## src/verilog/bqf_pkg.sv

```systemverilog
// Package: register map, field positions and sizes for the byte queue
package bqf_pkg;
    // ------------------------------------------------------------
    // Sizes
    // ------------------------------------------------------------
    localparam int QUEUE_DEPTH = 64;
    localparam int ADDR_W = 6;
    localparam logic [6:0] QUEUE_FULL_COUNT = 7'h40;
    // ------------------------------------------------------------
    // Register offsets
    // ------------------------------------------------------------
    localparam logic [5:0] OFS_QUEUE_DATA = 6'h02;
    localparam logic [5:0] OFS_PRIMARY_FLAGS = 6'h03;
    localparam logic [5:0] OFS_FILL_COUNT = 6'h04;
    localparam logic [5:0] OFS_IRQ_ENABLE = 6'h06;
    localparam logic [5:0] OFS_IRQ_REQUEST = 6'h07;
    localparam logic [5:0] OFS_CONTROL = 6'h09;
    localparam logic [5:0] OFS_ERROR_FLAGS = 6'h0A;
    localparam logic [5:0] OFS_THRESHOLD = 6'h29;
    // ------------------------------------------------------------
    // Field positions
    // ------------------------------------------------------------
    localparam int BIT_NEARLY_EMPTY = 0;
    localparam int BIT_NEARLY_FULL = 1;
    localparam int BIT_IRQ_ANY = 3;
    localparam int BIT_FLUSH = 0;
    localparam int BIT_OVERFLOW = 4;
    localparam int BIT_SET_SELECT = 7;
    // ------------------------------------------------------------
    // Reset values
    // ------------------------------------------------------------
    localparam logic [5:0] RST_THRESHOLD = 6'h08;
    localparam logic [1:0] RST_IRQ = 2'h0;
endpackage : bqf_pkg

```

## src/verilog/bqf_byte_queue.sv

```systemverilog
// Module: 64 x 8 byte queue with fill count, overflow and threshold warnings
`timescale 1ns/10ps

// Summary of operation
// - One 64-entry by 8-bit queue shared by host and command engine.
// - Host data-port write stores byte at write pointer, then advances it.
// - Host data-port read returns byte at read pointer, then advances it.
// - Fill-count register reports stored bytes, 7 bits wide.
// - Flush resets both pointers, zeroes count and clears overflow.
// - Write while full sets overflow; only flush clears it.
// - Nearly-full warning when 64 minus fill count is at most threshold.
// - Nearly-empty warning when fill count is at most the 6-bit threshold.
// - Enabled warning rising edge sets its request and raises interrupt.
// - Nearly-full at bit 1, nearly-empty at bit 0, same for enable/request.
// - Interrupt flag and line are OR of enabled request flags.
// - Top bit of enable/request write selects set or clear of ones.
module bqf_byte_queue (
    input wire logic clk_sys,
    input wire logic rst_n,
    input wire logic [5:0] reg_addr,
    input wire logic [7:0] reg_wdata,
    input wire logic reg_wr,
    input wire logic reg_rd,
    output logic [7:0] reg_rdata,
    input wire logic eng_push,
    input wire logic [7:0] eng_push_data,
    input wire logic eng_pop,
    output logic [7:0] eng_pop_data,
    output logic queue_full,
    output logic queue_empty,
    output logic irq
);

    // ------------------------------------------------------------
    // Storage and pointers
    // ------------------------------------------------------------
    logic [7:0] mem [bqf_pkg::QUEUE_DEPTH];
    logic [5:0] wr_ptr;
    logic [5:0] rd_ptr;
    logic [6:0] fill_count;
    logic overflow_error;
    logic [5:0] warning_threshold;
    logic [1:0] irq_enable_mask;
    logic [1:0] irq_request_flags;
    logic [1:0] warn_prev;

    // ------------------------------------------------------------
    // Decode
    // ------------------------------------------------------------
    wire host_wr_data = reg_wr && (reg_addr == bqf_pkg::OFS_QUEUE_DATA);
    wire host_rd_data = reg_rd && (reg_addr == bqf_pkg::OFS_QUEUE_DATA);
    wire wr_en_reg = reg_wr && (reg_addr == bqf_pkg::OFS_IRQ_ENABLE);
    wire wr_req_reg = reg_wr && (reg_addr == bqf_pkg::OFS_IRQ_REQUEST);
    wire wr_ctrl = reg_wr && (reg_addr == bqf_pkg::OFS_CONTROL);
    wire wr_thr = reg_wr && (reg_addr == bqf_pkg::OFS_THRESHOLD);
    wire flush = wr_ctrl && reg_wdata[bqf_pkg::BIT_FLUSH];
    // Host and engine share one port each; host wins a same-cycle clash
    wire push_req = host_wr_data || eng_push;
    wire pop_req = host_rd_data || eng_pop;
    wire [7:0] push_data = host_wr_data ? reg_wdata : eng_push_data;
    wire is_full = (fill_count == bqf_pkg::QUEUE_FULL_COUNT);
    wire is_empty = (fill_count == 7'h00);
    wire do_push = push_req && !is_full && !flush;
    wire do_pop = pop_req && !is_empty && !flush;
    wire push_overflow = push_req && is_full && !flush;

    // ------------------------------------------------------------
    // Warnings
    // ------------------------------------------------------------
    wire [6:0] free_space = bqf_pkg::QUEUE_FULL_COUNT - fill_count;
    wire nearly_full_warning = free_space <= {1'b0, warning_threshold};
    wire nearly_empty_warning = fill_count <= {1'b0, warning_threshold};
    wire [1:0] warn_now = {nearly_full_warning, nearly_empty_warning};
    wire [1:0] warn_rise = warn_now & ~warn_prev;
    wire [1:0] sw_req_set = wr_req_reg && reg_wdata[bqf_pkg::BIT_SET_SELECT]
                            ? reg_wdata[1:0] : 2'h0;
    wire [1:0] sw_req_clr = wr_req_reg && !reg_wdata[bqf_pkg::BIT_SET_SELECT]
                            ? reg_wdata[1:0] : 2'h0;
    // Hardware set beats a same-cycle software clear
    wire [1:0] next_req = (irq_request_flags & ~sw_req_clr) | sw_req_set
                          | (warn_rise & irq_enable_mask);
    wire [1:0] next_en = wr_en_reg
                         ? (reg_wdata[bqf_pkg::BIT_SET_SELECT]
                            ? (irq_enable_mask | reg_wdata[1:0])
                            : (irq_enable_mask & ~reg_wdata[1:0]))
                         : irq_enable_mask;
    wire irq_any = |(irq_request_flags & irq_enable_mask);

    // ------------------------------------------------------------
    // Queue storage
    // ------------------------------------------------------------
    always_ff @(posedge clk_sys)
    begin
        if (do_push)
        begin
            mem[wr_ptr] <= push_data;
        end
    end

    // ------------------------------------------------------------
    // Pointers, count, overflow
    // ------------------------------------------------------------
    always_ff @(posedge clk_sys)
    begin
        if (!rst_n || flush)
        begin
            wr_ptr <= 6'h00;
            rd_ptr <= 6'h00;
            fill_count <= 7'h00;
        end
        else
        begin
            if (do_push)
            begin
                wr_ptr <= wr_ptr + 6'h01;
            end
            if (do_pop)
            begin
                rd_ptr <= rd_ptr + 6'h01;
            end
            fill_count <= fill_count + {6'h00, do_push} - {6'h00, do_pop};
        end
    end

    always_ff @(posedge clk_sys)
    begin
        if (!rst_n || flush)
        begin
            overflow_error <= 1'b0;
        end
        else if (push_overflow)
        begin
            overflow_error <= 1'b1;
        end
    end

    // ------------------------------------------------------------
    // Threshold and interrupt registers
    // ------------------------------------------------------------
    always_ff @(posedge clk_sys)
    begin
        if (!rst_n)
        begin
            warning_threshold <= bqf_pkg::RST_THRESHOLD;
            irq_enable_mask <= bqf_pkg::RST_IRQ;
            irq_request_flags <= bqf_pkg::RST_IRQ;
            warn_prev <= 2'h3;
        end
        else
        begin
            if (wr_thr)
            begin
                warning_threshold <= reg_wdata[5:0];
            end
            irq_enable_mask <= next_en;
            irq_request_flags <= next_req;
            warn_prev <= warn_now;
        end
    end

    // ------------------------------------------------------------
    // Read path
    // ------------------------------------------------------------
    wire [7:0] primary_flags = {4'h0, irq_any, 1'b0, warn_now};
    wire [7:0] error_flags = {3'h0, overflow_error, 4'h0};
    wire [7:0] rd_mux =
        (reg_addr == bqf_pkg::OFS_QUEUE_DATA) ? (is_empty ? 8'h00 : mem[rd_ptr]) :
        (reg_addr == bqf_pkg::OFS_PRIMARY_FLAGS) ? primary_flags :
        (reg_addr == bqf_pkg::OFS_FILL_COUNT) ? {1'b0, fill_count} :
        (reg_addr == bqf_pkg::OFS_IRQ_ENABLE) ? {6'h00, irq_enable_mask} :
        (reg_addr == bqf_pkg::OFS_IRQ_REQUEST) ? {6'h00, irq_request_flags} :
        (reg_addr == bqf_pkg::OFS_ERROR_FLAGS) ? error_flags :
        (reg_addr == bqf_pkg::OFS_THRESHOLD) ? {2'h0, warning_threshold} :
        8'h00;

    always_ff @(posedge clk_sys)
    begin
        if (!rst_n)
        begin
            reg_rdata <= 8'h00;
            eng_pop_data <= 8'h00;
            irq <= 1'b0;
        end
        else
        begin
            reg_rdata <= reg_rd ? rd_mux : 8'h00;
            if (eng_pop && !host_rd_data && !is_empty)
            begin
                eng_pop_data <= mem[rd_ptr];
            end
            irq <= |(next_req & next_en);
        end
    end

    // Engine sees the shared state; clash avoidance is software's job
    assign queue_full = is_full;
    assign queue_empty = is_empty;

    // ------------------------------------------------------------
    // Checks
    // ------------------------------------------------------------
    a_push_advances: assert property (@(posedge clk_sys) disable iff (!rst_n)
        do_push |=> wr_ptr == $past(wr_ptr) + 6'h01)
        else $error("write pointer did not advance");
    a_pop_advances: assert property (@(posedge clk_sys) disable iff (!rst_n)
        do_pop |=> rd_ptr == $past(rd_ptr) + 6'h01)
        else $error("read pointer did not advance");
    a_count_matches: assert property (@(posedge clk_sys) disable iff (!rst_n)
        (fill_count <= 7'h40) && (fill_count[5:0] == wr_ptr - rd_ptr))
        else $error("fill count disagrees with pointers");
    a_flush_clears: assert property (@(posedge clk_sys) disable iff (!rst_n)
        flush |=> fill_count == 7'h00 && !overflow_error)
        else $error("flush did not empty queue");
    a_overflow_sets: assert property (@(posedge clk_sys) disable iff (!rst_n)
        push_overflow |=> overflow_error)
        else $error("overflow not flagged");
    a_overflow_sticks: assert property (@(posedge clk_sys) disable iff (!rst_n)
        overflow_error && !flush |=> overflow_error)
        else $error("overflow cleared without flush");
    a_full_no_store: assert property (@(posedge clk_sys) disable iff (!rst_n)
        is_full && !pop_req && !flush |=> $stable(wr_ptr))
        else $error("write pointer moved while full");
    a_warn_irq: assert property (@(posedge clk_sys) disable iff (!rst_n)
        (warn_rise[1] && irq_enable_mask[1]) |=> irq_request_flags[1] && irq)
        else $error("nearly-full rise did not raise interrupt");
    a_irq_or: assert property (@(posedge clk_sys) disable iff (!rst_n)
        irq == irq_any)
        else $error("interrupt line mismatch");
    c_fill_full: cover property (@(posedge clk_sys) disable iff (!rst_n) is_full);
    c_overflow: cover property (@(posedge clk_sys) disable iff (!rst_n) push_overflow);
    c_irq: cover property (@(posedge clk_sys) disable iff (!rst_n) $rose(irq));
    c_empty_irq: cover property (@(posedge clk_sys) disable iff (!rst_n) warn_rise[0]);
    c_flush_busy: cover property (@(posedge clk_sys) disable iff (!rst_n) flush && !is_empty);

    // ------------------------------------------------------------
    // Pointer, count, storage and overflow checks
    // ------------------------------------------------------------
    a_empty_no_pop: assert property (@(posedge clk_sys) disable iff (!rst_n)
        is_empty && !flush |=> $stable(rd_ptr))
        else $error("read pointer moved while empty");
    a_full_keeps: assert property (@(posedge clk_sys) disable iff (!rst_n)
        is_full && !pop_req && !flush |=> fill_count == 7'h40)
        else $error("full queue count changed");
    a_push_stores: assert property (@(posedge clk_sys) disable iff (!rst_n)
        do_push |=> mem[$past(wr_ptr)] == $past(push_data))
        else $error("pushed byte not stored");
    a_count_up: assert property (@(posedge clk_sys) disable iff (!rst_n)
        do_push && !do_pop |=> fill_count == $past(fill_count) + 7'h01)
        else $error("count did not rise on push");
    a_count_down: assert property (@(posedge clk_sys) disable iff (!rst_n)
        do_pop && !do_push |=> fill_count == $past(fill_count) - 7'h01)
        else $error("count did not fall on pop");
    a_flush_ptrs: assert property (@(posedge clk_sys) disable iff (!rst_n)
        flush |=> wr_ptr == 6'h00 && rd_ptr == 6'h00)
        else $error("flush left pointers set");
    a_overflow_cause: assert property (@(posedge clk_sys) disable iff (!rst_n)
        !overflow_error && !push_overflow |=> !overflow_error)
        else $error("overflow set without full write");

    // ------------------------------------------------------------
    // Warning checks
    // ------------------------------------------------------------
    a_full_warns: assert property (@(posedge clk_sys) disable iff (!rst_n)
        is_full |-> nearly_full_warning)
        else $error("full queue without nearly-full warning");
    a_empty_warns: assert property (@(posedge clk_sys) disable iff (!rst_n)
        is_empty |-> nearly_empty_warning)
        else $error("empty queue without nearly-empty warning");
    a_nf_zero_thr: assert property (@(posedge clk_sys) disable iff (!rst_n)
        warning_threshold == 6'h00 && !is_full |-> !nearly_full_warning)
        else $error("nearly-full with free space at zero threshold");
    a_ne_zero_thr: assert property (@(posedge clk_sys) disable iff (!rst_n)
        warning_threshold == 6'h00 && !is_empty |-> !nearly_empty_warning)
        else $error("nearly-empty with data at zero threshold");

    // ------------------------------------------------------------
    // Interrupt register and read data checks
    // ------------------------------------------------------------
    a_ne_irq_req: assert property (@(posedge clk_sys) disable iff (!rst_n)
        warn_rise[0] && irq_enable_mask[0] |=> irq_request_flags[0])
        else $error("nearly-empty rise did not set request");
    a_nf_no_stray: assert property (@(posedge clk_sys) disable iff (!rst_n)
        !irq_request_flags[1] && !(warn_rise[1] && irq_enable_mask[1])
        && !(wr_req_reg && reg_wdata[7] && reg_wdata[1]) |=> !irq_request_flags[1])
        else $error("nearly-full request set without cause");
    a_ne_no_stray: assert property (@(posedge clk_sys) disable iff (!rst_n)
        !irq_request_flags[0] && !(warn_rise[0] && irq_enable_mask[0])
        && !(wr_req_reg && reg_wdata[7] && reg_wdata[0]) |=> !irq_request_flags[0])
        else $error("nearly-empty request set without cause");
    a_req_sw_set: assert property (@(posedge clk_sys) disable iff (!rst_n)
        wr_req_reg && reg_wdata[7] && reg_wdata[0] |=> irq_request_flags[0])
        else $error("request set write ignored");
    a_req_sw_clr: assert property (@(posedge clk_sys) disable iff (!rst_n)
        wr_req_reg && !reg_wdata[7] && reg_wdata[0] && !warn_rise[0]
        |=> !irq_request_flags[0])
        else $error("request clear write ignored");
    a_req_keep: assert property (@(posedge clk_sys) disable iff (!rst_n)
        wr_req_reg && !reg_wdata[1] && !warn_rise[1]
        |=> irq_request_flags[1] == $past(irq_request_flags[1]))
        else $error("unselected request bit changed");
    a_en_sw_set: assert property (@(posedge clk_sys) disable iff (!rst_n)
        wr_en_reg && reg_wdata[7] && reg_wdata[1] |=> irq_enable_mask[1])
        else $error("enable set write ignored");
    a_en_sw_clr: assert property (@(posedge clk_sys) disable iff (!rst_n)
        wr_en_reg && !reg_wdata[7] && reg_wdata[1] |=> !irq_enable_mask[1])
        else $error("enable clear write ignored");
    a_en_hold: assert property (@(posedge clk_sys) disable iff (!rst_n)
        !wr_en_reg |=> $stable(irq_enable_mask))
        else $error("enable mask changed without write");
    a_rdata_idle: assert property (@(posedge clk_sys) disable iff (!rst_n)
        !reg_rd |=> reg_rdata == 8'h00)
        else $error("read data not idle after no read");

endmodule : bqf_byte_queue

```

## config.mk

```make
export PLATFORM = sky130hd
export DESIGN_NAME = bqf_byte_queue
export DESIGN_NICKNAME = d
export VERILOG_FILES = /design/src/verilog/bqf_pkg.sv /design/src/verilog/bqf_byte_queue.sv
export SDC_FILE = /design/constraint.sdc
export NUM_CORES = 1
export LEC_CHECK = 0
export ABC_AREA = 1
export ABC_CLOCK_PERIOD_IN_PS = 5180
export BUFFER_PORTS_ARGS = -buffer_cell sky130_fd_sc_hd__buf_2
export CAP_MARGIN = 15
export CORE_MARGIN = 1
export CORE_UTILIZATION = 46
export DETAILED_ROUTE_END_ITERATION = 6
export PLACE_DENSITY_LB_ADDON = 0.15
export SKIP_CTS_REPAIR_TIMING = 1
export SYNTH_ARGS = -nofsm -noshare
export SYNTH_HDL_FRONTEND = slang
export SYNTH_SLANG_ARGS = --single-unit
```

## constraint.sdc

```tcl
create_clock -name clk_sys -period 5.18 [get_ports clk_sys]
set_clock_uncertainty 0.15 [all_clocks]
set_input_delay 0.518 -clock clk_sys [delete_from_list [all_inputs] [get_ports clk_sys]]
set_output_delay 0.518 -clock clk_sys [all_outputs]
set_load 0.005 [all_outputs]
```

Word-level counts from Yosys, hierarchy flattened. Memory sizes are Yosys's and may differ from the RTL's. A register that Yosys moved wholly into a read port is not among the register bits. Index checks and enable logic that the tools add are counted.

Bits in registers: 49. Bits in latches: 0. RAM bits: 512. Memory bits (read-only): 0. Input bits: 28. Logic and storage cells: 87. Memories kept: 1.

Add/sub/neg operators: 5. Multiply operators: 0. Divide/modulo/power cells: 0. $lt $le $gt $ge: 2. Equal/unequal tests: 9. Shifts and indexed selects: 0. Muxes and demuxes: 17. Bitwise operators: 12. Reduce and logical (&&, ||, !) cells: 30.

Memories: mem (words 64, width 8, rd ports 1, clocked after memory_dff 1, wr ports 1, line bqf_byte_queue.sv:37) `logic [7:0] mem [bqf_pkg::QUEUE_DEPTH];`.

Operators with widths (number): $mux W6 (6); $mux W8 (3); $eq A6 B3 Y1 const B (3); $logic_and A1 B1 Y1 (17); $le A7 B6 Y1 (2); $mux W7 (2); $add A6 B1 Y6 const B (2); $and A2 B2 Y2 (6); $eq A6 B2 Y1 const B (2); $eq A6 B4 Y1 const B (2); $mux W2 (4); $add A7 B1 Y7 (1); $eq A7 B7 Y1 const B (1); $logic_not A7 Y1 (1); $sub A7 B1 Y7 (1); $sub A7 B7 Y7 const A (1); $eq A6 B6 Y1 const B (1); $logic_not A1 Y1 (6); $not A2 Y2 (3); $or A2 B2 Y2 (3); $reduce_or A2 Y1 (2); $logic_or A1 B1 Y1 (3); $mux W1 (2); $reduce_and A2 Y1 (1).

Logic depth before layout (Yosys ltp).
Depth in word-level cells: 10. Mapped depth: 23. Depth with buffers taken out: 23.

Least setup slack after synthesis. Ideal clock, no wire load.

Path type: input-to-reg. From: input reg_addr[5]. To: memory mem[0][0], data pin. Arrival time: 3.760 ns. Data required time: 4.328 ns. Setup slack: 0.568 ns. Stages on the path: 6. Buffers on the path: 1. Cells stage by stage: nor2_4 > nand4_4 > nor2_4 > nand2_2 > clkbuf_1 > o21ai_0.

Cells in the longest elaborated chain, start to end: 3.

Ends and longest elaborated chain: start, declared (line bqf_byte_queue.sv:20) `input wire logic [5:0] reg_addr,`; $eq A6 B2 Y1 (line bqf_byte_queue.sv:50) `wire host_wr_data = reg_wr && (reg_addr == bqf_pkg::OFS_QUEUE_DATA);`; $logic_and A1 B1 Y1 (line bqf_byte_queue.sv:50); $mux W8 (line bqf_byte_queue.sv:60) `wire [7:0] push_data = host_wr_data ? reg_wdata : eng_push_data;`; named net push_data[0] (line bqf_byte_queue.sv:60); end, declared (line bqf_byte_queue.sv:37).

The timed path passes the listed nets, and every way through them passes these cells.

Worst setup path after layout.
From: register fill_count[1]. To: register fill_count[6].

Cells in the longest elaborated chain, start to end: 6.

Ends and longest elaborated chain: start, declared (line bqf_byte_queue.sv:40) `logic [6:0] fill_count;`; start signal, assigned (line bqf_byte_queue.sv:121) `fill_count <= fill_count + {6'h00, do_push} - {6'h00, do_pop};`; $eq A7 B7 Y1 (line bqf_byte_queue.sv:61) `wire is_full = (fill_count == bqf_pkg::QUEUE_FULL_COUNT);`; $logic_not A1 Y1 (line bqf_byte_queue.sv:63) `wire do_push = push_req && !is_full && !flush;`; $logic_and A1 B1 Y1 (2 in series) (line bqf_byte_queue.sv:63); $add A7 B1 Y7 (line bqf_byte_queue.sv:121); $sub A7 B1 Y7 * (line bqf_byte_queue.sv:121).

Every way passes the cells marked *; elsewhere a longest branch is shown, timed or not. A chain may end at the register's enable or synchronous reset.

==> out/metrics.cfg <==
[status]
status=completed

[setup_path]
critPathTopFamily=adder cells
start_kind=flip-flop
slowest_delay_ps=480
path_cells=inv_1 -> ha_1 -> nand2_1 -> inv_1 -> nand2_1 -> nor2_1 -> inv_1 -> o21ai_2 -> nor2_4 -> inv_1 -> nor2_2 -> inv_2 -> o21ai_1 -> ha_1 -> inv_1 -> fa_1 -> nor2_1 -> o21ai_0 -> nand2_1 -> a21oi_1 -> o21bai_1 -> o21ai_0 -> a21oi_1
critPathBufInv=6
cp_max_fo=8
cp.arrival_ps=4020
cp_slowest_cell=dfxtp_1
endpoint_kind=flip-flop
crit_type=reg -> reg
required_ps=5560
crit_top_cell=inv_1

[place]
dpl_cell_area_sq_um=24800
port_buffers=46
gp_congestion=0.905
dpl.hpwl_mm=37.8

[logic_synthesis]
ys_top_cells_by_area=edfxtp_1 64%, nand2_1 11%, nand3_1 9.3%
syn-instance-count=2198
ys_seq_area_share_pct=68.6
synth-async-reset-ratio_pct=0
avgSynthCellArea_sq_um=10.9
synth_commonest_cells=727 x nand2_1, 512 x edfxtp_1, 445 x nand3_1
ys.warnings.count=0
synth_top_area_share_pct=64.0
syn_nets=2251
synth_cell_types=48
yosysMostFrequentCell=nand2_1
synth-seq-cells=567
yosysTopAreaCell=edfxtp_1
netlist_area_sq_um=24000
synth-edff-count=512
ys.flop_type=edfxtp_1

[timing]
fin_setup_tns_ps=0
min_period_ps=3640
rsz0062_at_grt=no
fmax_ghz=0.275
setup_viol=0
finalHoldViolCount=0
worst_pin_slew_ps=1130
max_slew_margin_pct=24.6
min_period_over_period_pct=70.2
slew_viol_final=0

[cts]
clk_pin_slew_ps=60
clk_path_buf_depth=3
clock_latency_ps=600
cts_root_buffer=clkbuf_16
clock-sinks=567
cts_made_buffers=58
htree_levels=2
cts_tree=yes

[global_route]
use_met2_pct=38.8
antenna_found_initial=2
grt_pass1_vias=15800
grt_busiest_layer=met2
grt-ovfl-total=0
grt_usage_pct=24.2
grt_max_degree=142
grt_pass1_wl_mm=95.5
globalRouteMet3Util_pct=2.92
met1_usage_pct=34.1

[die]
die_x_microns=230
boundaryPins=47
rows=83
die_y_microns=230
design.core.area_sq_um=51400
start_util_pct=46.7
dieArea_sq_um=53100

[min_path]
hp-class=in -> reg

[power_and_ir_drop]
power_w=0.0116
p_int_w=0.00813
power.switching_w=0.00346
seqPwrFrac_pct=44.5
p_sw_share_pct=29.8
total_leakage_power_nw=9.77
combPwrFrac_pct=20.9
ir_drop_v=0.000262
p_clk_share_pct=34.6
powerDensity_nw_per_um2=435

[routing]
dr.first_iter.drc_count=1665
avgViaCountPerCell=5.48
drc=0
routed_wl_mm=63.0
wire_per_inst_microns=21.4
vias=16100
dr.pass1.iters=5
detail-route-antenna-nets=0

[cells_and_area]
final_area_sq_um=26600
nNetsFinal=2267
layout-drive-gt1-share_pct=8.64
area_growth_pct=10.9
diodes=0

[job]
drv_cap=0

## path summary, 6_finish.rpt
path	start	end	slack [ps]	cells after the start
max	fill_count[1]	fill_count[6]	1540	23
min	rst_n	warn_prev[1]	50	2
max reg2reg	fill_count[1]	fill_count[6]	1540	23
min reg2reg	warning_threshold[0]	warning_threshold[0]	350	2
## power by group through the flow
stage	sequential, W	combinational (W)	clock, W
2_1_floorplan	0.00523	0.00168	0
3_3_place_gp	0.00525	0.00238	0
3_5_place_dp	0.00525	0.00240	0
4_1_cts	0.00516	0.00241	0.00407
5_1_grt	0.00517	0.00269	0.00426
6_report	0.00516	0.00242	0.00401
## cells in the final DEF (no fill, tap or decap), types with 21 or more instances in the layout
cell type / synthesis / routed
ha_1: 24 / 24
edfxtp_1: 512 / 512
buf_2: 59 / 46
nand2_1: 727 / 727
nor2_1: 106 / 106
a21oi_1: 43 / 43
inv_1: 70 / 69
dfxtp_1: 55 / 52
clkbuf_16: 0 / 59
nand3_1: 445 / 445
buf_4: 10 / 21
## registers in the layout (all words and copies together) (netlist names), named ones only
register / count
eng_pop_data: 8
fill_count: 7
irq: 1
irq_enable_mask: 2
irq_request_flags: 2
mem: 512
overflow_error: 1
rd_ptr: 6
reg_rdata: 8
warn_prev: 2
warning_threshold: 6
wr_ptr: 6
## cell families (layout without fill, tap and decap cells)
logic type	count (synthesis)	after routing	synth area share, %
AND/OR/NAND/NOR	1315	1315	24.0
flip-flops	567	567	68.6
buffers and inverters	192	252	3.53
AO/OA/AOI/OAI	86	86	1.98
adder cells (fa/ha/maj)	25	25	1.33
XOR/XNOR	7	7	0.255
multiplexers	6	6	0.281
## layout make-up
cell class / count / area [sq um]
clock inverter: 25 / 226
fill: 4610 / 24800
clock buffer: 79 / 1600
tap: 680 / 851
inverter: 78 / 300
multi-input combinational: 1439 / 6710
timing repair buffer: 70 / 448
sequential: 567 / 16500
## through the flow
stage	hold slack (ps)	cells	util [%]	setup slack [ps]
floorplan	287	2198	-	568
global placement	333	2833	48.2	1530
detailed placement	338	2833	48.2	1450
CTS	13.5	2937	51.7	1590
global route	55.7	2938	51.8	1120
finish	46.1	2938	51.8	1540
## metal layers
metal	vias to the layer above	wire [microns]
met5	-	0
met4	0	1890
met3	100	3960
met2	518	29600
met1	7803	27500
li1	7666	-
No activity file was read; power rests on OpenSTA's default activity.
